`src/bier_pkg.sv`:
```
// constants and carrier types of the bias, identification and error register slice
// assumes a plain register port with read data one cycle after the read strobe
// How it works
// - sixteen-bit bias enable register, resets zero
// - bit n drives bias on input n
// - read-only identification byte ignores writes
// - reserved nibble, revision bits, model bits
// - twelve-bit error flags, resets zero
// - flag sets only when enabled
// - flags readable, cleared by writing one
// - bit eleven flags positive input fault
package bier_pkg;
  localparam logic [7:0]  ADDR_BIAS_EN   = 8'h04;
  localparam logic [7:0]  ADDR_ID        = 8'h05;
  localparam logic [7:0]  ADDR_ERR       = 8'h06;
  localparam logic [7:0]  ADDR_ERR_EN    = 8'h07;
  localparam logic [7:0]  ADDR_IRQ_STAT  = 8'h08;
  localparam logic [7:0]  ADDR_IRQ_MASK  = 8'h09;
  localparam logic [15:0] BIAS_EN_RESET  = 16'h0000;
  localparam logic [15:0] ERR_RESET      = 16'h0000;
  localparam logic [15:0] ERR_EN_RESET   = 16'h0000;
  localparam logic [15:0] ERR_IMPL_MASK  = 16'h0fff;
  localparam int          POS_FAULT_BIT  = 11;
  localparam logic [3:0]  ID_RSVD        = 4'h0;
  localparam int          IRQ_ERR_BIT    = 0;
  localparam logic [1:0]  IRQ_RESET      = 2'h0;

  typedef struct packed {
    logic [7:0]  addr;
    logic [15:0] wdata;
    logic        wr;
    logic        rd;
  } bier_req_s;
endpackage

```
`src/bier_regs.sv`:
```
// bias enable, identification and error flag registers with interrupt
// assumes synchronous fault inputs and a master that never overlaps strobes
`timescale 1ns/100ps
module bier_regs
  import bier_pkg::*;
#(
  // arbitrary neutral identity values
  parameter logic [1:0] SILICON_REVISION = 2'h0,
  parameter logic [1:0] MODEL_CODE       = 2'h0
) (
  // clock and reset
  input  wire logic        sys_clk,
  input  wire logic        reset_n,
  // register port
  input  wire bier_req_s   regReq,
  output logic [15:0]      regRdata,
  // analog side
  input  wire logic [11:0] faultDetect,
  output logic [15:0]      biasVoltageOutput,
  // interrupt
  output logic             irq
);
  logic [15:0] biasEn_r;
  logic [15:0] errFlags_r;
  logic [15:0] errEn_r;
  logic [1:0]  irqStat_r;
  logic [1:0]  irqMask_r;
  logic [15:0] rdMux;
  logic [15:0] errSet;
  logic [15:0] errClr;
  logic [7:0]  idValue;

  assign idValue = {ID_RSVD, SILICON_REVISION, MODEL_CODE};

  always_ff @(posedge sys_clk or negedge reset_n) begin
    if (!reset_n) begin
      biasEn_r <= BIAS_EN_RESET;
    end else if (regReq.wr && regReq.addr == ADDR_BIAS_EN) begin
      biasEn_r <= regReq.wdata;
    end
  end

  assign biasVoltageOutput = biasEn_r;

  always_ff @(posedge sys_clk or negedge reset_n) begin
    if (!reset_n) begin
      errEn_r <= ERR_EN_RESET;
    end else if (regReq.wr && regReq.addr == ADDR_ERR_EN) begin
      errEn_r <= regReq.wdata & ERR_IMPL_MASK;
    end
  end

  // gated set; bit eleven carries the positive input fault
  assign errSet = {4'h0, faultDetect} & errEn_r;
  assign errClr = (regReq.wr && regReq.addr == ADDR_ERR) ? regReq.wdata : 16'h0000;

  always_ff @(posedge sys_clk or negedge reset_n) begin
    if (!reset_n) begin
      errFlags_r <= ERR_RESET;
    end else begin
      errFlags_r <= ((errFlags_r & ~errClr) | errSet) & ERR_IMPL_MASK;
    end
  end

  // sticky interrupt status, cleared by reading it; a new event wins over the read
  always_ff @(posedge sys_clk or negedge reset_n) begin
    if (!reset_n) begin
      irqStat_r <= IRQ_RESET;
    end else begin
      irqStat_r <= ((regReq.rd && regReq.addr == ADDR_IRQ_STAT) ? IRQ_RESET : irqStat_r)
                   | {1'b0, |errSet};
    end
  end

  always_ff @(posedge sys_clk or negedge reset_n) begin
    if (!reset_n) begin
      irqMask_r <= IRQ_RESET;
    end else if (regReq.wr && regReq.addr == ADDR_IRQ_MASK) begin
      irqMask_r <= regReq.wdata[1:0];
    end
  end

  assign irq = |(irqStat_r & irqMask_r);

  // read-only identification; reserved bits read zero
  always_comb begin
    case (regReq.addr)
      ADDR_BIAS_EN:  rdMux = biasEn_r;
      ADDR_ID:       rdMux = {8'h00, idValue};
      ADDR_ERR:      rdMux = errFlags_r & ERR_IMPL_MASK;
      ADDR_ERR_EN:   rdMux = errEn_r;
      ADDR_IRQ_STAT: rdMux = {14'h0000, irqStat_r};
      ADDR_IRQ_MASK: rdMux = {14'h0000, irqMask_r};
      default:       rdMux = 16'h0000;
    endcase
  end

  // read data valid only in the cycle after the strobe
  always_ff @(posedge sys_clk or negedge reset_n) begin
    if (!reset_n) begin
      regRdata <= 16'h0000;
    end else if (regReq.rd) begin
      regRdata <= rdMux;
    end else begin
      regRdata <= 16'h0000;
    end
  end
endmodule

```
`config.mk`:
```
export PLATFORM = sky130hd
export DESIGN_NAME = bier_regs
export DESIGN_NICKNAME = d
export VERILOG_FILES = /design/src/bier_pkg.sv /design/src/bier_regs.sv
export SDC_FILE = /design/constraint.sdc
export NUM_CORES = 1
export LEC_CHECK = 0
export ABC_CLOCK_PERIOD_IN_PS = 2100
export BUFFER_PORTS_ARGS = -buffer_cell sky130_fd_sc_hd__buf_2
export CORE_MARGIN = 8
export CORE_UTILIZATION = 29
export CTS_CLUSTER_SIZE = 25
export DETAILED_ROUTE_END_ITERATION = 8
export GPL_TIMING_DRIVEN = 0
export HOLD_SLACK_MARGIN = 0.05
export SYNTH_ARGS = -nofsm -noshare
export SYNTH_HDL_FRONTEND = slang
export SYNTH_SLANG_ARGS = --single-unit
```
`constraint.sdc`:
```
create_clock -name sys_clk -period 2.1 [get_ports sys_clk]
set_input_delay 0.105 -clock sys_clk [delete_from_list [all_inputs] [get_ports sys_clk]]
set_output_delay 0.105 -clock sys_clk [all_outputs]
set_load 0.01 [all_outputs]
```
# Word-level counts from Yosys, hierarchy flattened

Index checks and enable logic that the tools add are counted.

Equality and inequality tests: 5
Mux-type cells: 4
Bitwise logic cells: 6
Reductions and logical operators: 7

Operator list:

| cell                                                | count |
|---|---|
| one-hot mux 16 bit (5 select lines)                 | 1 |
| bitwise AND 12 bit                                  | 2 |
| equality test 8 x 3 -> 1 bit, second input constant | 3 |
| equality test 8 x 4 -> 1 bit, second input constant | 2 |
| 2-to-1 mux 16 bit                                   | 1 |
| OR reduction 16 bit                                 | 1 |
| 2-to-1 mux 12 bit                                   | 1 |
| inverter 12 bit                                     | 1 |
| OR 12 bit                                           | 1 |
| logical AND 1 bit                                   | 5 |
| bitwise AND 2 bit                                   | 1 |
| 2-to-1 mux 2 bit                                    | 1 |
| OR 2 x 1 -> 2 bit                                   | 1 |
| OR reduction 2 bit                                  | 1 |

Flip-flop bits (word level): 60
Input bits: 40
Output and inout bits: 33
Logic and storage cells: 28

# Logic depth before layout (Yosys ltp)

Depth in word-level cells: 6
Mapped depth: 6
Depth with buffers taken out: 4

# Worst setup path before layout

Ideal clock, no wire load.

Kind: in2reg
From: input regReq[23] in the netlist's numbering
To: register irqStat_r[0]
Library setup time: 0.129 ns
Data arrival time: 1.614 ns
Required time: 1.971 ns
Slack: 0.358 ns
Stages on the path: 4
Buffers on the path: 1
Cell sequence: or4_4 -> buf_6 -> or4_1 -> a2111o_1

Word-level cells in the longest chain between the ends: 4

Ends and longest elaborated chain:

| item                         | RTL line        | text |
|---|---|---|
| from (decl)                  | bier_regs.sv:15 | `input wire bier_req_s regReq,` |
| equality test 8 x 4 -> 1 bit | bier_regs.sv:70 | `irqStat_r <= ((regReq.rd && regReq.addr == ADDR_IRQ_STAT) ? IRQ_RESET : irqStat_r)` |
| logical AND 1 bit            | bier_regs.sv:70 |  |
| 2-to-1 mux 2 bit             | bier_regs.sv:70 |  |
| OR 2 x 1 -> 2 bit            | bier_regs.sv:71 | `\| {1'b0, \|errSet};` |
| to (signal assigned)         | bier_regs.sv:70 |  |
| to (decl)                    | bier_regs.sv:26 | `logic [1:0] irqStat_r;` |

Every way passes these cells.
A chain may end at the register's enable or synchronous reset.

# Final worst setup path

From: input regReq[23] in the netlist's numbering
To: register errFlags_r[1]

Word-level cells in the longest chain between the ends: 6

Ends and longest elaborated chain:

| item                         | RTL line        | text |
|---|---|---|
| equality test 8 x 3 -> 1 bit | bier_regs.sv:55 | `assign errClr = (regReq.wr && regReq.addr == ADDR_ERR) ? regReq.wdata : 16'h0000;` |
| logical AND 1 bit            | bier_regs.sv:55 |  |
| 2-to-1 mux 12 bit            | bier_regs.sv:55 |  |
| inverter 12 bit              | bier_regs.sv:61 | `errFlags_r <= ((errFlags_r & ~errClr) \| errSet) & ERR_IMPL_MASK;` |
| bitwise AND 12 bit           | bier_regs.sv:61 |  |
| OR 12 bit                    | bier_regs.sv:61 |  |
| to (signal assigned)         | bier_regs.sv:61 |  |
| to (decl)                    | bier_regs.sv:24 | `logic [15:0] errFlags_r;` |

Every way passes these cells.

==> tab_implementation.tex <==
\begin{tabular}{lr}
\hline
Metric & Value \\
\hline
\multicolumn{2}{l}{\textbf{Run status}} \\
\quad Status & completed \\
\multicolumn{2}{l}{\textbf{Synthesis}} \\
\quad Post-synthesis average cell area & 12.23 um2 \\
\quad Most used flip-flop cell after synthesis & dfrtp\_1 \\
\quad Synthesized Nets & 248 \\
\quad Leading post-synthesis cells by cell area & dfrtp\_1 58\%, mux2\_2 14\%, mux2i\_1 4.7\% \\
\quad Sequential area share after synthesis & 58.04\% \\
\quad Number of flops mapped to enable cells by yosys & 0 \\
\quad Fraction of synthesized cell area taken by the top area cell type & 58.04\% \\
\quad Fraction of registers with async set or reset after synthesis & 100.0\% \\
\quad Synth Instances & 208 \\
\quad Count of cell types in the netlist & 28 \\
\quad Synthesis Warnings & 0 \\
\quad Register bit count reported by yosys & 59 \\
\quad Netlist area before placement & 2544 um2 \\
\quad Cell taking the most area after synthesis & dfrtp\_1 \\
\multicolumn{2}{l}{\textbf{Timing}} \\
\quad Clock Skews & 0.005987 ns \\
\quad Setup repair after global routing missed its margin & no \\
\quad Summed negative setup slack over all endpoints & 0 ns \\
\quad Number of endpoints failing setup at the final stage & 0 \\
\quad Measured slew at the worst slew-check pin & about 0.75 ns \\
\quad Minimum setup slack in the final design & 0.4921 ns \\
\quad Number of failing hold endpoints at the final stage & 0 \\
\quad Worst slew margin relative to its limit & 49.84\% \\
\quad Max-slew violations & 0 \\
\quad Final min period & 1.608 ns \\
\quad Max Clock Freq & 621.9 MHz \\
\quad Part of the cycle the worst path needs & 76.56\% \\
\quad Final Hold Slack & 0.2304 ns \\
\multicolumn{2}{l}{\textbf{Power}} \\
\quad Power density over the cells & 769.8 nW/um2 \\
\quad Worst IR Drop VDD & 0.3480 mV \\
\quad Leak pwr & between 1.5 and 2 nW \\
\multicolumn{2}{l}{\textbf{Place}} \\
\quad Post-place setup slack & approximately 0.14 ns \\
\quad Gp weighted congestion & 0.7547 \\
\quad IO Port Bufs & 70 \\
\quad HPWL after detailed placement & just under 5 mm \\
\multicolumn{2}{l}{\textbf{Die}} \\
\quad Die Area & 12020 um2 \\
\quad Number of cell rows & 34 \\
\quad Chip Width & 109.7 um \\
\quad Core Footprint & 8593 um2 \\
\quad Vertical die dimension & roughly 110 um \\
\quad Number of top-level pins & 73 \\
\quad Starting density of the core & 29.60\% \\
\multicolumn{2}{l}{\textbf{Clocking}} \\
\quad Hold Buf Count CTS & 29 \\
\quad Maximum clock insertion buffer count & 2 \\
\quad Maximum level of the CTS H-tree & 3 \\
\quad Clock sinks & between 50 and 60 \\
\quad Post-CTS setup buffer count & 0 \\
\quad Inserted Clock Buffers & 9 \\
\quad Cell at the root of the clock tree & clkbuf\_8 \\
\quad TritonCTS clock tree & done \\
\quad Clock insertion delay at the later pin of the skew report & 0.33 ns \\
\quad Gates resized, CTS repair & 0 \\
\quad Clock transition at path regs & approximately 0.07 ns \\
\multicolumn{2}{l}{\textbf{Critical path}} \\
\quad Worst reg2reg endpoint & irqStat\_r[0] \\
\quad Data required time of the worst path & 2.32 ns \\
\quad Worst R2R Start & errEn\_r[0] \\
\quad Critical-path cell with the highest stage delay & or4\_4 \\
\quad Worst Path Max Fanout & 10 \\
\quad Critical Setup Path Class & input port to flop \\
\quad Worst setup path end & errFlags\_r[1] \\
\quad Minimum setup slack among reg-to-reg paths & 0.88 ns \\
\quad Most frequent CP cell & buf\_2 \\
\quad Worst Setup SP & regReq[23] \\
\quad Worst Setup End Kind & flop \\
\quad Worst path cell trace & buf\_2, or4\_4, buf\_6, nor3\_1, buf\_2, nand2\_1, a22o\_1 \\
\quad CP startpoint kind & input port \\
\quad R2R cell count & 3 \\
\quad Slowest cell delay on critical path & around 0.52 ns \\
\quad Crit path DAT & 1.83 ns \\
\multicolumn{2}{l}{\textbf{Detailed routing}} \\
\quad Via total after detailed routing & 2007 \\
\quad Number of antenna-violating nets in the routed design & 0 \\
\quad Detailed-route DRC error count & 0 \\
\quad Total Wirelength & 6.848 mm \\
\quad Routed wirelength normalized by instance count & about 16 um \\
\quad Vias per std cell & 4.646 \\
\quad Drt pass-1 iters & 4 \\
\quad Count of routing violations after the opening detailed-route iteration & 68 \\
\multicolumn{2}{l}{\textbf{Worst hold path}} \\
\quad Path class of the lowest-slack min-delay path & input port to flop \\
\multicolumn{2}{l}{\textbf{Global route}} \\
\quad Vias in the first global route & between 2000 and 2500 \\
\quad Aggregate global-route resource usage & 12.06\% \\
\quad Antenna violations before repair & 0 \\
\quad Pin count of the biggest net entering global routing & 60 \\
\quad Final global-route overflow total & 0 \\
\quad Global-route wire length before repair & 11.06 mm \\
\multicolumn{2}{l}{\textbf{Cells and area}} \\
\quad Antenna diode count & 0 \\
\quad Net total in the final layout & 359 \\
\quad Fraction of layout cells with a size suffix above 1 & 39.20\% \\
\quad Area Growth Syn to Fin & 38.61\% \\
\multicolumn{2}{l}{\textbf{Job}} \\
\quad Max-cap violations & 0 \\
\hline
\end{tabular}
-- cells in the mapped netlist, types with 3 or more instances --
| master | number |
|---|---|
| mux2_2 | 31 |
| clkbuf_1 | 4 |
| nand3_1 | 3 |
| nor2_1 | 24 |
| nand2_1 | 18 |
| and3_1 | 4 |
| a21oi_1 | 12 |
| mux2i_1 | 12 |
| a22o_1 | 12 |
| dfrtp_1 | 59 |
| buf_2 | 3 |
| a22oi_1 | 6 |
-- logic make-up after synthesis --
family	Yosys count	share of synthesized area, %
multiplexers	43	18.45
flip-flops	59	58.04
AND/OR/NAND/NOR	62	11.71
AO/OA/AOI/OAI	34	9.592
buffers and inverters	10	2.213
-- routing by layer --
metal	share of wire, %	global-route usage [%]	up-vias
met5	0	0	-
met4	1.6	4.918	0
met3	6.4	4.162	10
met2	48	19.47	52
met1	44	14.39	975
li1	-	-	970
-- worst min path at each step --
stage	from	endpoint	depth (start not counted)	slack (ns)
6_report	regReq[1]	errFlags_r[0]	5	0.23
2_1_floorplan	reset_n	biasVoltageOutput[0]	0	-0.19
5_1_grt	regReq[1]	irqMask_r[1]	3	0.23
3_3_place_gp	regReq[15]	biasVoltageOutput[13]	2	0.34
3_5_place_dp	regReq[16]	biasVoltageOutput[14]	2	0.34
4_1_cts	reset_n	regRdata[14]	1	0.11
-- final cells by class --
cell class / instances / area [um2]
Fill cell: 850 / 5067
Sequential cell: 59 / 1476
Multi-Input combinational cell: 139 / 1011
Timing Repair Buffer: 100 / 653.1
Clock buffer: 11 / 141.4
Tap cell: 108 / 135.1
Clock inverter: 5 / 52.55
Buffer: 9 / 52.55
Inverter: 1 / 3.754
-- flip-flops by register name (all words and copies together), names as in the netlist --
signal,flops
irqMask_r,2
regRdata,16
biasVoltageOutput,16
irqStat_r,1
errFlags_r,12
errEn_r,12
-- per-stage QoR --
stage,instances,total power [W],util [%],area [um2]
floorplan,208,0.001521,-,2544
global placement,386,0.001645,35.25,3029
detailed placement,386,0.001662,35.25,3029
CTS,431,0.002739,40.89,3513
global route,432,0.002854,41.03,3526
finish,432,0.002714,41.03,3526
-- worst max-delay path, delay by kind of cell --
kind | cells | cell delay, ns
simple gates | 3 | 0.95
buf+inv | 3 | 0.60
compound gates | 1 | 0.18
-- layout by cell type, fill, tap and decap left out, types with 6 or more instances in the layout --
cell type	synthesis	routed
clkbuf_8	0	10
dlygate4sd3_1	0	30
mux2i_1	12	12
buf_2	3	72
a21oi_1	12	12
nor2_1	24	24
dfrtp_1	59	59
nand2_1	18	18
a22oi_1	6	6
mux2_2	31	31
a22o_1	12	12
-- report_power, final --
group / internal (W) / switching (W)
sequential: 0.00125 / 0.0000745
combinational: 0.000204 / 0.000152
clock: 0.000574 / 0.000458
(Power assumes the default switching activity.)
